<file path="config.mk">
export PLATFORM = sky130hd
export DESIGN_NAME = lpsc_top
export DESIGN_NICKNAME = d
export VERILOG_FILES = /design/src/inc/lpsc_pkg.sv /design/src/inc/lpsc_lane_if.sv /design/src/hdl/lpsc_top.sv /design/src/hdl/lpsc_lane_reg.sv
export VERILOG_INCLUDE_DIRS = /design/src /design/src/inc
export SDC_FILE = /design/constraint.sdc
export NUM_CORES = 1
export LEC_CHECK = 0
export ABC_AREA = 0
export CAP_MARGIN = 20
export CORE_UTILIZATION = 35
export CTS_BUF_LIST = sky130_fd_sc_hd__clkbuf_16
export CTS_CLUSTER_SIZE = 25
export DETAILED_ROUTE_END_ITERATION = 8
export DONT_BUFFER_PORTS = 1
export GPL_ROUTABILITY_DRIVEN = 0
export GPL_TIMING_DRIVEN = 0
export MAX_ROUTING_LAYER = met4
export SYNTH_ARGS = -nofsm -noshare
export SYNTH_HDL_FRONTEND = slang
export SYNTH_SLANG_ARGS = --single-unit
</file>
<file path="constraint.sdc">
create_clock -name mclk_in -period 5.7 [get_ports mclk_in]
set_input_delay 1.14 -clock mclk_in [delete_from_list [all_inputs] [get_ports mclk_in]]
set_output_delay 1.14 -clock mclk_in [all_outputs]
set_load 0.03 [all_outputs]
</file>
<file path="src/inc/lpsc_map.svh">
// Purpose: offsets, field positions, reset values of the partner status bank
// Assumes: byte addresses on a 32-bit AXI4-Lite bus, aligned words
// Notes:   definitions only
`ifndef LPSC_MAP_SVH
`define LPSC_MAP_SVH

`define LPSC_ADDR_W          8
`define LPSC_LANE0_OFF       8'h14
`define LPSC_LANE1_OFF       8'h34
`define LPSC_LANE2_OFF       8'h54
`define LPSC_LANE3_OFF       8'h74
`define LPSC_LANE_STRIDE     8'h20
`define LPSC_IRQ_STATUS_OFF  8'h80
`define LPSC_IRQ_MASK_OFF    8'h84

`define LPSC_BIT_RCVD        31
`define LPSC_BIT_INFO        30
`define LPSC_BIT_CHG         29
`define LPSC_BIT_IMPL        28
`define LPSC_BIT_TRAINED     27
`define LPSC_FLD_WIDTH_HI    26
`define LPSC_FLD_WIDTH_LO    24
`define LPSC_FLD_LANE_HI     23
`define LPSC_FLD_LANE_LO     20
`define LPSC_FLD_PRE_HI      19
`define LPSC_FLD_PRE_LO      18
`define LPSC_FLD_POST_HI     17
`define LPSC_FLD_POST_LO     16
`define LPSC_BIT_SCRAMBLE    15
`define LPSC_RSVD_W          15

`define LPSC_RESP_OKAY       2'h0
`define LPSC_RESP_SLVERR     2'h2
`define LPSC_IRQ_RESET       8'h00
`define LPSC_WORD_ZERO       32'h0000_0000

`endif

</file>
<file path="src/inc/lpsc_pkg.sv">
// Purpose: types shared by the partner status bank
// Assumes: nothing
// Notes:   tap encoding 00 none, 01 min, 10 max, 11 intermediate
package lpsc_pkg;

   typedef enum logic [1:0] {
      LPSC_TAP_NONE = 2'h0,
      LPSC_TAP_MIN  = 2'h1,
      LPSC_TAP_MAX  = 2'h2,
      LPSC_TAP_MID  = 2'h3
   } lpsc_tap_type;

   typedef struct packed {
      logic         trained;
      logic [2:0]   port_width;
      logic [3:0]   lane_num;
      lpsc_tap_type tap_pre;
      lpsc_tap_type tap_post;
      logic         scramble;
   } lpsc_cs_type;

endpackage

</file>
<file path="src/inc/lpsc_lane_if.sv">
// Purpose: carrier between the bus logic and one lane register
// Assumes: single clock domain
// Notes:   ctrl drives the lane inputs, lane answers with its word
interface lpsc_lane_if;
   import lpsc_pkg::*;

   lpsc_cs_type cs;
   logic        cs_valid;
   logic        cs_err;
   logic        lane_sync;
   logic        rd_clr;
   logic        wr_clr_rcvd;
   logic [31:0] value;
   logic        chg_event;
   logic        info_lost;

   modport lane (
      input  cs,
      input  cs_valid,
      input  cs_err,
      input  lane_sync,
      input  rd_clr,
      input  wr_clr_rcvd,
      output value,
      output chg_event,
      output info_lost
   );

   modport ctrl (
      output cs,
      output cs_valid,
      output cs_err,
      output lane_sync,
      output rd_clr,
      output wr_clr_rcvd,
      input  value,
      input  chg_event,
      input  info_lost
   );
endinterface

</file>
<file path="src/hdl/lpsc_top.sv">
// Purpose: lane partner status register bank with AXI4-Lite slave
// Assumes: link-side inputs synchronous to mclk_in
// Notes:   one register per lane, unmapped access answers SLVERR
//
// Our own choice: the AXI4-Lite slave port.
`include "lpsc_map.svh"

module lpsc_top
   import lpsc_pkg::*;
#(
   parameter int NUM_LANES = 4,
   parameter bit IDLE2_EN  = 1'b1
) (
   input  wire logic                     mclk_in,
   input  wire logic                     rst_n_in,
   // link side
   input  wire lpsc_cs_type [NUM_LANES-1:0] cs_fields_in,
   input  wire logic [NUM_LANES-1:0]     cs_valid_in,
   input  wire logic [NUM_LANES-1:0]     cs_err_in,
   input  wire logic [NUM_LANES-1:0]     lane_sync_in,
   output logic [NUM_LANES-1:0]          status1_impl_out,
   output logic                          irq_out,
   // AXI4-Lite slave
   input  wire logic [`LPSC_ADDR_W-1:0]  s_axi_awaddr_in,
   input  wire logic                     s_axi_awvalid_in,
   output logic                          s_axi_awready_out,
   input  wire logic [31:0]              s_axi_wdata_in,
   input  wire logic [3:0]               s_axi_wstrb_in,
   input  wire logic                     s_axi_wvalid_in,
   output logic                          s_axi_wready_out,
   output logic [1:0]                    s_axi_bresp_out,
   output logic                          s_axi_bvalid_out,
   input  wire logic                     s_axi_bready_in,
   input  wire logic [`LPSC_ADDR_W-1:0]  s_axi_araddr_in,
   input  wire logic                     s_axi_arvalid_in,
   output logic                          s_axi_arready_out,
   output logic [31:0]                   s_axi_rdata_out,
   output logic [1:0]                    s_axi_rresp_out,
   output logic                          s_axi_rvalid_out,
   input  wire logic                     s_axi_rready_in
);

   localparam int NL = NUM_LANES;

   generate
      if (NUM_LANES < 1 || NUM_LANES > 4) begin : g_bad_lanes
         $error("lpsc_top: NUM_LANES must be 1 to 4");
      end
   endgenerate

   ////////////////////////////////////////////////////////////////////////
   // address decode helpers

   function automatic logic lane_hit(input logic [`LPSC_ADDR_W-1:0] a,
                                     input int                     n);
      logic [`LPSC_ADDR_W-1:0] base;
      base = `LPSC_LANE0_OFF + `LPSC_LANE_STRIDE * n[`LPSC_ADDR_W-1:0];
      lane_hit = IDLE2_EN && (n < NL) && (a == base);
   endfunction

   function automatic logic any_hit(input logic [`LPSC_ADDR_W-1:0] a);
      logic hit;
      hit = (a == `LPSC_IRQ_STATUS_OFF) || (a == `LPSC_IRQ_MASK_OFF);
      for (int n = 0; n < 4; n++) begin
         hit = hit | lane_hit(a, n);
      end
      any_hit = hit;
   endfunction

   ////////////////////////////////////////////////////////////////////////
   // write channel

   logic                    aw_hold;
   logic                    w_hold;
   logic [`LPSC_ADDR_W-1:0] aw_addr;
   logic [31:0]             w_data;
   logic [3:0]              w_strb;
   logic                    next_aw_hold;
   logic                    next_w_hold;
   logic                    next_bvalid;
   logic                    do_write;

   always_comb begin
      do_write = aw_hold & w_hold & ~s_axi_bvalid_out;
      next_aw_hold = do_write ? 1'b0
                   : (aw_hold | (s_axi_awvalid_in & s_axi_awready_out));
      next_w_hold = do_write ? 1'b0
                  : (w_hold | (s_axi_wvalid_in & s_axi_wready_out));
      next_bvalid = do_write | (s_axi_bvalid_out & ~s_axi_bready_in);
   end

   always_ff @(posedge mclk_in or negedge rst_n_in) begin
      if (!rst_n_in) begin
         aw_hold           <= 1'b0;
         w_hold            <= 1'b0;
         s_axi_awready_out <= 1'b0;
         s_axi_wready_out  <= 1'b0;
      end else begin
         aw_hold           <= next_aw_hold;
         w_hold            <= next_w_hold;
         s_axi_awready_out <= ~next_aw_hold;
         s_axi_wready_out  <= ~next_w_hold;
      end
   end

   always_ff @(posedge mclk_in or negedge rst_n_in) begin
      if (!rst_n_in) begin
         aw_addr <= '0;
         w_data  <= '0;
         w_strb  <= '0;
      end else begin
         if (s_axi_awvalid_in && s_axi_awready_out) begin
            aw_addr <= s_axi_awaddr_in;
         end
         if (s_axi_wvalid_in && s_axi_wready_out) begin
            w_data <= s_axi_wdata_in;
            w_strb <= s_axi_wstrb_in;
         end
      end
   end

   always_ff @(posedge mclk_in or negedge rst_n_in) begin
      if (!rst_n_in) begin
         s_axi_bvalid_out <= 1'b0;
         s_axi_bresp_out  <= `LPSC_RESP_OKAY;
      end else begin
         s_axi_bvalid_out <= next_bvalid;
         if (do_write) begin
            s_axi_bresp_out <= any_hit(aw_addr) ? `LPSC_RESP_OKAY
                                                : `LPSC_RESP_SLVERR;
         end
      end
   end

   ////////////////////////////////////////////////////////////////////////
   // read channel

   logic        ar_take;
   logic        next_rvalid;
   logic [31:0] rd_word;
   logic [31:0] lane_value [NL];
   logic [7:0]  irq_status;
   logic [7:0]  irq_mask;

   always_comb begin
      ar_take = s_axi_arvalid_in & s_axi_arready_out;
      next_rvalid = ar_take | (s_axi_rvalid_out & ~s_axi_rready_in);
      rd_word = `LPSC_WORD_ZERO;
      if (s_axi_araddr_in == `LPSC_IRQ_STATUS_OFF) begin
         rd_word = {24'h00_0000, irq_status};
      end else if (s_axi_araddr_in == `LPSC_IRQ_MASK_OFF) begin
         rd_word = {24'h00_0000, irq_mask};
      end
      for (int n = 0; n < NL; n++) begin
         if (lane_hit(s_axi_araddr_in, n)) begin
            rd_word = lane_value[n];
         end
      end
   end

   always_ff @(posedge mclk_in or negedge rst_n_in) begin
      if (!rst_n_in) begin
         s_axi_rvalid_out  <= 1'b0;
         s_axi_arready_out <= 1'b0;
         s_axi_rdata_out   <= `LPSC_WORD_ZERO;
         s_axi_rresp_out   <= `LPSC_RESP_OKAY;
      end else begin
         s_axi_rvalid_out  <= next_rvalid;
         s_axi_arready_out <= ~next_rvalid;
         if (ar_take) begin
            s_axi_rdata_out <= rd_word;
            s_axi_rresp_out <= any_hit(s_axi_araddr_in) ? `LPSC_RESP_OKAY
                                                        : `LPSC_RESP_SLVERR;
         end
      end
   end

   ////////////////////////////////////////////////////////////////////////
   // lane registers

   logic [3:0] chg_ev;
   logic [3:0] lost_ev;

   lpsc_lane_if lane_bus [NL] ();

   genvar gi;
   generate
      for (gi = 0; gi < NL; gi++) begin : g_lane
         if (IDLE2_EN) begin : g_on
            assign lane_bus[gi].cs          = cs_fields_in[gi];
            assign lane_bus[gi].cs_valid    = cs_valid_in[gi];
            assign lane_bus[gi].cs_err      = cs_err_in[gi];
            assign lane_bus[gi].lane_sync   = lane_sync_in[gi];
            assign lane_bus[gi].rd_clr      =
               ar_take & lane_hit(s_axi_araddr_in, gi);
            assign lane_bus[gi].wr_clr_rcvd =
               do_write & lane_hit(aw_addr, gi) & w_strb[3]
               & w_data[`LPSC_BIT_RCVD];
            assign lane_value[gi] = lane_bus[gi].value;
            assign chg_ev[gi]     = lane_bus[gi].chg_event;
            assign lost_ev[gi]    = lane_bus[gi].info_lost;

            lpsc_lane_reg u_lane (
               .mclk_in  (mclk_in),
               .rst_n_in (rst_n_in),
               .bus      (lane_bus[gi])
            );
         end else begin : g_off
            assign lane_value[gi] = `LPSC_WORD_ZERO;
            assign chg_ev[gi]     = 1'b0;
            assign lost_ev[gi]    = 1'b0;
         end
      end
      for (gi = NL; gi < 4; gi++) begin : g_pad
         assign chg_ev[gi]  = 1'b0;
         assign lost_ev[gi] = 1'b0;
      end
   endgenerate

   always_ff @(posedge mclk_in or negedge rst_n_in) begin
      if (!rst_n_in) begin
         status1_impl_out <= '0;
      end else begin
         status1_impl_out <= {NL{IDLE2_EN}};
      end
   end

   ////////////////////////////////////////////////////////////////////////
   // interrupts: [3:0] values changed, [7:4] information no longer current

   logic [7:0] irq_events;
   logic [7:0] irq_clr;
   logic [7:0] next_irq_status;

   always_comb begin
      irq_events = {lost_ev, chg_ev};
      irq_clr = '0;
      if (do_write && aw_addr == `LPSC_IRQ_STATUS_OFF && w_strb[0]) begin
         irq_clr = w_data[7:0];
      end
      next_irq_status = irq_events | (irq_status & ~irq_clr);
   end

   always_ff @(posedge mclk_in or negedge rst_n_in) begin
      if (!rst_n_in) begin
         irq_status <= `LPSC_IRQ_RESET;
      end else begin
         irq_status <= next_irq_status;
      end
   end

   always_ff @(posedge mclk_in or negedge rst_n_in) begin
      if (!rst_n_in) begin
         irq_mask <= `LPSC_IRQ_RESET;
      end else if (do_write && aw_addr == `LPSC_IRQ_MASK_OFF
                   && w_strb[0]) begin
         irq_mask <= w_data[7:0];
      end
   end

   always_ff @(posedge mclk_in or negedge rst_n_in) begin
      if (!rst_n_in) begin
         irq_out <= 1'b0;
      end else begin
         irq_out <= |(next_irq_status & irq_mask);
      end
   end

endmodule

</file>
<file path="src/hdl/lpsc_lane_reg.sv">
// Purpose: one lane partner status register
// Assumes: cs_valid is a one-cycle pulse per received IDLE2 CS field/marker
// Notes:   a hardware set always wins over a software clear
`include "lpsc_map.svh"

module lpsc_lane_reg
   import lpsc_pkg::*;
(
   input  wire logic mclk_in,
   input  wire logic rst_n_in,
   lpsc_lane_if.lane bus
);

   lpsc_cs_type fields;
   logic        rcvd;
   logic        info;
   logic        chg;
   logic        chg_event;
   logic        info_lost;

   lpsc_cs_type next_fields;
   logic        next_rcvd;
   logic        next_info;
   logic        next_chg;
   logic        good;
   logic        diff;

   ////////////////////////////////////////////////////////////////////////
   always_comb begin
      good = bus.cs_valid & ~bus.cs_err;
      next_fields = good ? bus.cs : fields;
      next_rcvd = bus.cs_valid | (rcvd & ~bus.wr_clr_rcvd);
      if (good && bus.lane_sync) begin
         next_info = 1'b1;
      end else if (!bus.lane_sync || (bus.cs_valid && bus.cs_err)) begin
         next_info = 1'b0;
      end else begin
         next_info = info;
      end
      diff = (next_rcvd != rcvd) | (next_info != info)
           | (next_fields != fields);
      next_chg = diff | (chg & ~bus.rd_clr);
   end

   ////////////////////////////////////////////////////////////////////////
   always_ff @(posedge mclk_in or negedge rst_n_in) begin
      if (!rst_n_in) begin
         fields <= '0;
      end else begin
         fields <= next_fields;
      end
   end

   always_ff @(posedge mclk_in or negedge rst_n_in) begin
      if (!rst_n_in) begin
         rcvd <= 1'b0;
         info <= 1'b0;
         chg  <= 1'b0;
      end else begin
         rcvd <= next_rcvd;
         info <= next_info;
         chg  <= next_chg;
      end
   end

   always_ff @(posedge mclk_in or negedge rst_n_in) begin
      if (!rst_n_in) begin
         chg_event <= 1'b0;
         info_lost <= 1'b0;
      end else begin
         chg_event <= diff;
         info_lost <= info & ~next_info;
      end
   end

   ////////////////////////////////////////////////////////////////////////
   // read-only fields come only from the link side; writes never reach them
   assign bus.value = {rcvd, info, chg,
                       1'b0,
                       fields.trained,
                       fields.port_width,
                       fields.lane_num,
                       fields.tap_pre,
                       fields.tap_post,
                       fields.scramble,
                       {`LPSC_RSVD_W{1'b0}}};
   assign bus.chg_event = chg_event;
   assign bus.info_lost = info_lost;

endmodule

</file>
# == Yosys cells after proc, flatten, opt, wreduce, memory -nomap -nowiden ==
# Cells that the tools add are included.
# word_totals
mem_count,0
ramBits,0
wordCells,226
out_inout_bits,46
input_bits,123
latch_bits,0
mem_bits_ro,0
reg_bits,177
# classes
multipliers,0
shift,0
n_addsub,0
bitwise_logic,93
n_reduce_logical,25
muxes,23
div_mod_pow,0
n_eq_ne,24
magnitude_cmp,0
# ops
op,n
32-bit 2-to-1 mux,5
13-bit 2-to-1 mux,4
13-bit inequality test,4
1-bit AND,39
"8-bit by 7-bit equality test with 1-bit output, second input constant",4
"8-bit equality test, second input constant",4
1-bit bitwise OR,28
1-bit inverter,22
8-bit AND,2
"8-bit by 5-bit equality test with 1-bit output, second input constant",2
"8-bit by 6-bit equality test with 1-bit output, second input constant",2
8-bit 2-to-1 mux,2
1-bit logical AND,14
1-bit 2-to-1 mux,10
1-bit inequality test,8
8-bit inverter,1
8-bit bitwise OR,1
8-bit OR reduction,1
1-bit logical OR,6
1-bit logical NOT,4
2-bit 2-to-1 mux,2

# == Depth between registers and ports, before layout ==
# logic_depth
ltp_word,12
ltp_mapped,8
ltp_nobuf,6

# == Cells and area by module ==
# From an unflattened synthesis, not the netlist that was laid out.
# hier_totals
hier_cells,715
hier_area_um2,8185.4
# by_module_without_submodules
mod,area_per_inst_um2,instances,cells_per_inst,seq_area_each_um2
lpsc_top,4175.3,1,328,1951.9
lpsc_lane_reg at g_lane[1].g_on.u_lane ...,989.7,3,97,450.4
lpsc_lane_reg at g_lane[0].g_on.u_lane,1041.0,1,96,450.4

# == Worst setup path after synthesis ==
# No wires, ideal clock.
# synth_path
path_type,input-to-reg
from,in cs_valid_in[3]
to,reg g_lane[3].g_on.u_lane.chg
arrival_ns,2.671
slack_ns,2.911
cell_stages,8
setup_ns,0.118
n_path_buf,2
required_time_ns,5.582
path_cell_list,nor2b_1 > clkbuf_1 > clkbuf_1 > o21ai_0 > ha_1 > a21boi_0 > nand3_1 > a21o_1
# synth_between
elab_chain_len,8
word_cells_on_any_way,14
cone_classes,3 x eq/ne; 3 x mux; 5 x bitwise; 3 x reduce/logical
# synth_rtl
item,line_no,rtl
from (decl),lpsc_top.sv:18,"input wire logic [NUM_LANES-1:0] cs_valid_in,"
1-bit logical AND,lpsc_lane_reg.sv:35,end else if (!bus.lane_sync || (bus.cs_valid && bus.cs_err)) begin
1-bit logical OR,lpsc_lane_reg.sv:35,
1-bit 2-to-1 mux,lpsc_lane_reg.sv:35,
1-bit 2-to-1 mux,lpsc_lane_reg.sv:33,if (good && bus.lane_sync) begin
1-bit inequality test,lpsc_lane_reg.sv:40,diff = (next_rcvd != rcvd) | (next_info != info)
1-bit bitwise OR,lpsc_lane_reg.sv:40,
1-bit bitwise OR *,lpsc_lane_reg.sv:41,| (next_fields != fields);
named net g_lane[3].g_on.u_lane.diff,lpsc_lane_reg.sv:26,logic diff;
1-bit bitwise OR *,lpsc_lane_reg.sv:42,next_chg = diff | (chg & ~bus.rd_clr);
named net g_lane[3].g_on.u_lane.next_chg,lpsc_lane_reg.sv:24,logic next_chg;
to (signal assigned),lpsc_lane_reg.sv:62,chg <= next_chg;
to (decl),lpsc_lane_reg.sv:17,logic chg;
# Mark *: on every way through the listed nets, which the timed path passes. The rest lies on a longest branch.
# A chain may end at the register's enable or synchronous reset.

# == Worst setup path in the final report ==
# Same ends and word-level chain as after synthesis.

==> results_dict.tcl <==
set metrics [dict create \
    routed-via-count 4100 \
    final_common_cell "dfrtp_1" \
    route.detailed.wl_per_inst_um 20.07 \
    maxCapViolations 0 \
    die_h_um 139.5 \
    seq_area_frac_synth 0.5371 \
    power_frac_comb 0.142 \
    hold_path.class "in2async" \
    p_leak_nw 3.155 \
    tightestPinTransition_ns 0.6990 \
    final_cell_mix "142 x dfrtp_1, 77 x mux2_2, 37 x nand2_1, 30 x o21ai_0, 27 x xor2_1" \
    max_slew_margin 0.5340 \
    slowest_delay_ns 0.46 \
    path_max_fanout 10 \
    detail_route.iter0.violations 168 \
    cts_tree "yes" \
    finalNetCount 679 \
    hold_viol 0 \
    io_pins 169 \
    syn_inst 523 \
    io_buffers 0 \
    postCtsHoldBufs 0 \
    setup_viol 0 \
    vdd_ir_drop_max_mv 0.2175 \
    setup_ws_ns 2.929 \
    drt_pre_antenna_iters 4 \
    clock_power_share 0.380 \
    ant_nets 0 \
    wl_um 15960 \
    post-place-ws_ns 2.446 \
    numCtsBuffers 17 \
    synth_top_flop_cell "dfrtp_1" \
    power.density_mw_per_mm2 380.8 \
    dieArea_sq_mm 0.01946 \
    clkSlewWorstSetupHoldPaths_ns 0.06 \
    start_kind "primary input" \
    cts_resized 0 \
    period_share 0.4861 \
    reg2reg_slack_ns 3.02 \
    switching_share 0.2721 \
    antenna_found_initial 2 \
    fin_skew_ns 0.006614 \
    fp-row-count 49 \
    synth_top_area_cell "dfrtp_1" \
    hpwlAfterDp_um 12580 \
    setup_tns_ns 0 \
    crit_chain "nor2b_1 -> clkbuf_1 -> clkbuf_1 -> o21ai_0 -> ha_1 -> a21boi_0 -> nand3_1 -> a21o_1" \
    netlist_top_cells_area "dfrtp_1 54%, mux2_2 13%, mux4_2 5.4%, xor2_1 3.6%, xnor2_1 2.6%" \
    holdWs_ns 0.4154 \
    grt.total_usage 0.1808 \
    vias_per_cell 5.157 \
    synth_area_sq_mm 0.006616 \
    synth-seq-cells 142 \
    arrival_ns 3.08 \
    synth_top_area_share 0.5371 \
    ys_warn_count 0 \
    status "completed" \
    die_x_um 139.5 \
    finish.utilization 0.4120 \
    grt_pass1_wl_um 25030 \
    worstPathRequired_ns 6.01 \
    seqPwrFrac 0.479 \
    rsz0062_at_grt "false" \
    final_cell_area_sq_mm 0.007527 \
    intPower_mw 2.086 \
    grt_pass1_vias 4463 \
    cp_common_cell "clkbuf_1" \
    synth-edff-count 0 \
    cts_sinks 142 \
    areaGrowthSynthToFinish_pct 13.77 \
    drc 0 \
    slowest_stage "clkbuf_1" \
    synth_cell_types 47 \
    clk_path_buf_depth 2 \
    layout-drive-gt1-share 0.2447 \
    root_buffer "clkbuf_16" \
    maxSlewViolCount 0 \
    start_util 0.3621 \
    overflow 0 \
    end_kind "flip-flop" \
    max_freq_mhz 360.9 \
    min_period_ns 2.771 \
    grt_max_degree 143 \
    synth_area_per_cell_sq_um 12.65 \
    h-tree-depth 4 \
    coreArea_sq_mm 0.01827 \
    clk_latency_ns 0.42 \
    async_reset_ff_frac 1.000 \
    switchingPower_uw 779.9 \
    critical_path_class "in2reg" \
    cts_setup_buffers 0 \
    place_area_sq_mm 0.006937 \
]
[registers in the layout, indices dropped and copies added (netlist names), 2 cells and up]
name                              count
g_lane.g_on.u_lane.rcvd               4
irq_mask                              8
g_lane.g_on.u_lane.info               4
irq_status                            8
g_lane.g_on.u_lane.bus.chg_event      4
g_lane.g_on.u_lane.bus.info_lost      4
aw_addr                               8
w_data                                9
g_lane.g_on.u_lane.chg                4
g_lane.g_on.u_lane.bus.value         52
w_strb                                2
s_axi_rdata_out                      24
[cells in the mapped netlist, types with 7 or more instances]
cell	number
nand4_1	7
mux2i_1	9
inv_1	17
clkbuf_1	16
nor4_1	7
nand3_1	7
a22o_1	16
xor2_1	27
a21o_1	9
nor2b_1	8
mux2_2	77
dfrtp_1	142
nor2_1	13
mux4_2	16
xnor2_1	20
nand2_1	37
buf_4	13
o21ai_0	30
[kinds of logic (layout without fill, tap and decap cells)]
kind of cell,Yosys count,count (layout),synth area share
compound gates,80,80,0.08056
flops,142,142,0.5371
simple gates,97,97,0.07715
buf+inv,49,81,0.03517
other cells,2,13,0.001135
xor+xnor,47,47,0.06222
fa+ha+maj,4,4,0.007565
mux,102,102,0.1991
[layout make-up]
cell class / count / area (sq um)
antenna: 2 / 5.005
buffer: 32 / 168.9
clock buffer: 17 / 425.4
clock inverter: 14 / 152.6
fill: 1699 / 10740
inverter: 17 / 63.81
multi-input combinational: 341 / 2864
sequential: 142 / 3553
tap: 229 / 286.5
timing repair buffer: 1 / 7.507
[layer usage]
| metal | routed length, um | vias to the layer above | global-route usage |
|---|---|---|---|
| li1 | - | 1908 | - |
| met1 | 6590 | 2072 | 0.2061 |
| met2 | 7628 | 105 | 0.2769 |
| met3 | 1481 | 15 | 0.08190 |
| met4 | 259 | 0 | 0.07018 |
| met5 | 0 | - | - |
[metrics by stage]
stage	power, mW	cells
after floorplan	1.678	532
after global routing	3.002	795
after global placement	1.778	761
after detailed placement	1.800	761
final	2.866	795
after CTS	2.899	792
[final timing paths]
check | end | cells after the start | start
min in group mclk_in | irq_status[7] | 2 | g_lane[3].g_on.u_lane.bus.info_lost
max | g_lane[3].g_on.u_lane.chg | 8 | cs_valid_in[3]
min | w_strb[3] | 0 | rst_n_in
max in group asynchronous | s_axi_rdata_out[20] | 0 | rst_n_in
max reg2reg | irq_out | 6 | aw_addr[5]
min reg2reg | irq_status[7] | 2 | g_lane[3].g_on.u_lane.bus.info_lost
[power by group through the flow]
stage	Sequential, mW	Clock, mW	Combinational [mW]
after floorplan	1.33	0	0.351
after global placement	1.38	0	0.396
after detailed placement	1.39	0	0.411
after CTS	1.37	1.11	0.413
after global routing	1.40	1.15	0.448
final	1.37	1.09	0.406
[critical path, delay by kind of cell]
kind | cells | cell delay, ns
AND/OR/NAND/NOR | 2 | 0.26
adder cells (fa/ha/maj) | 1 | 0.33
AO/OA/AOI/OAI | 3 | 0.60
buffers and inverters | 2 | 0.74
Note: power is estimated with default switching activity, not from simulation.
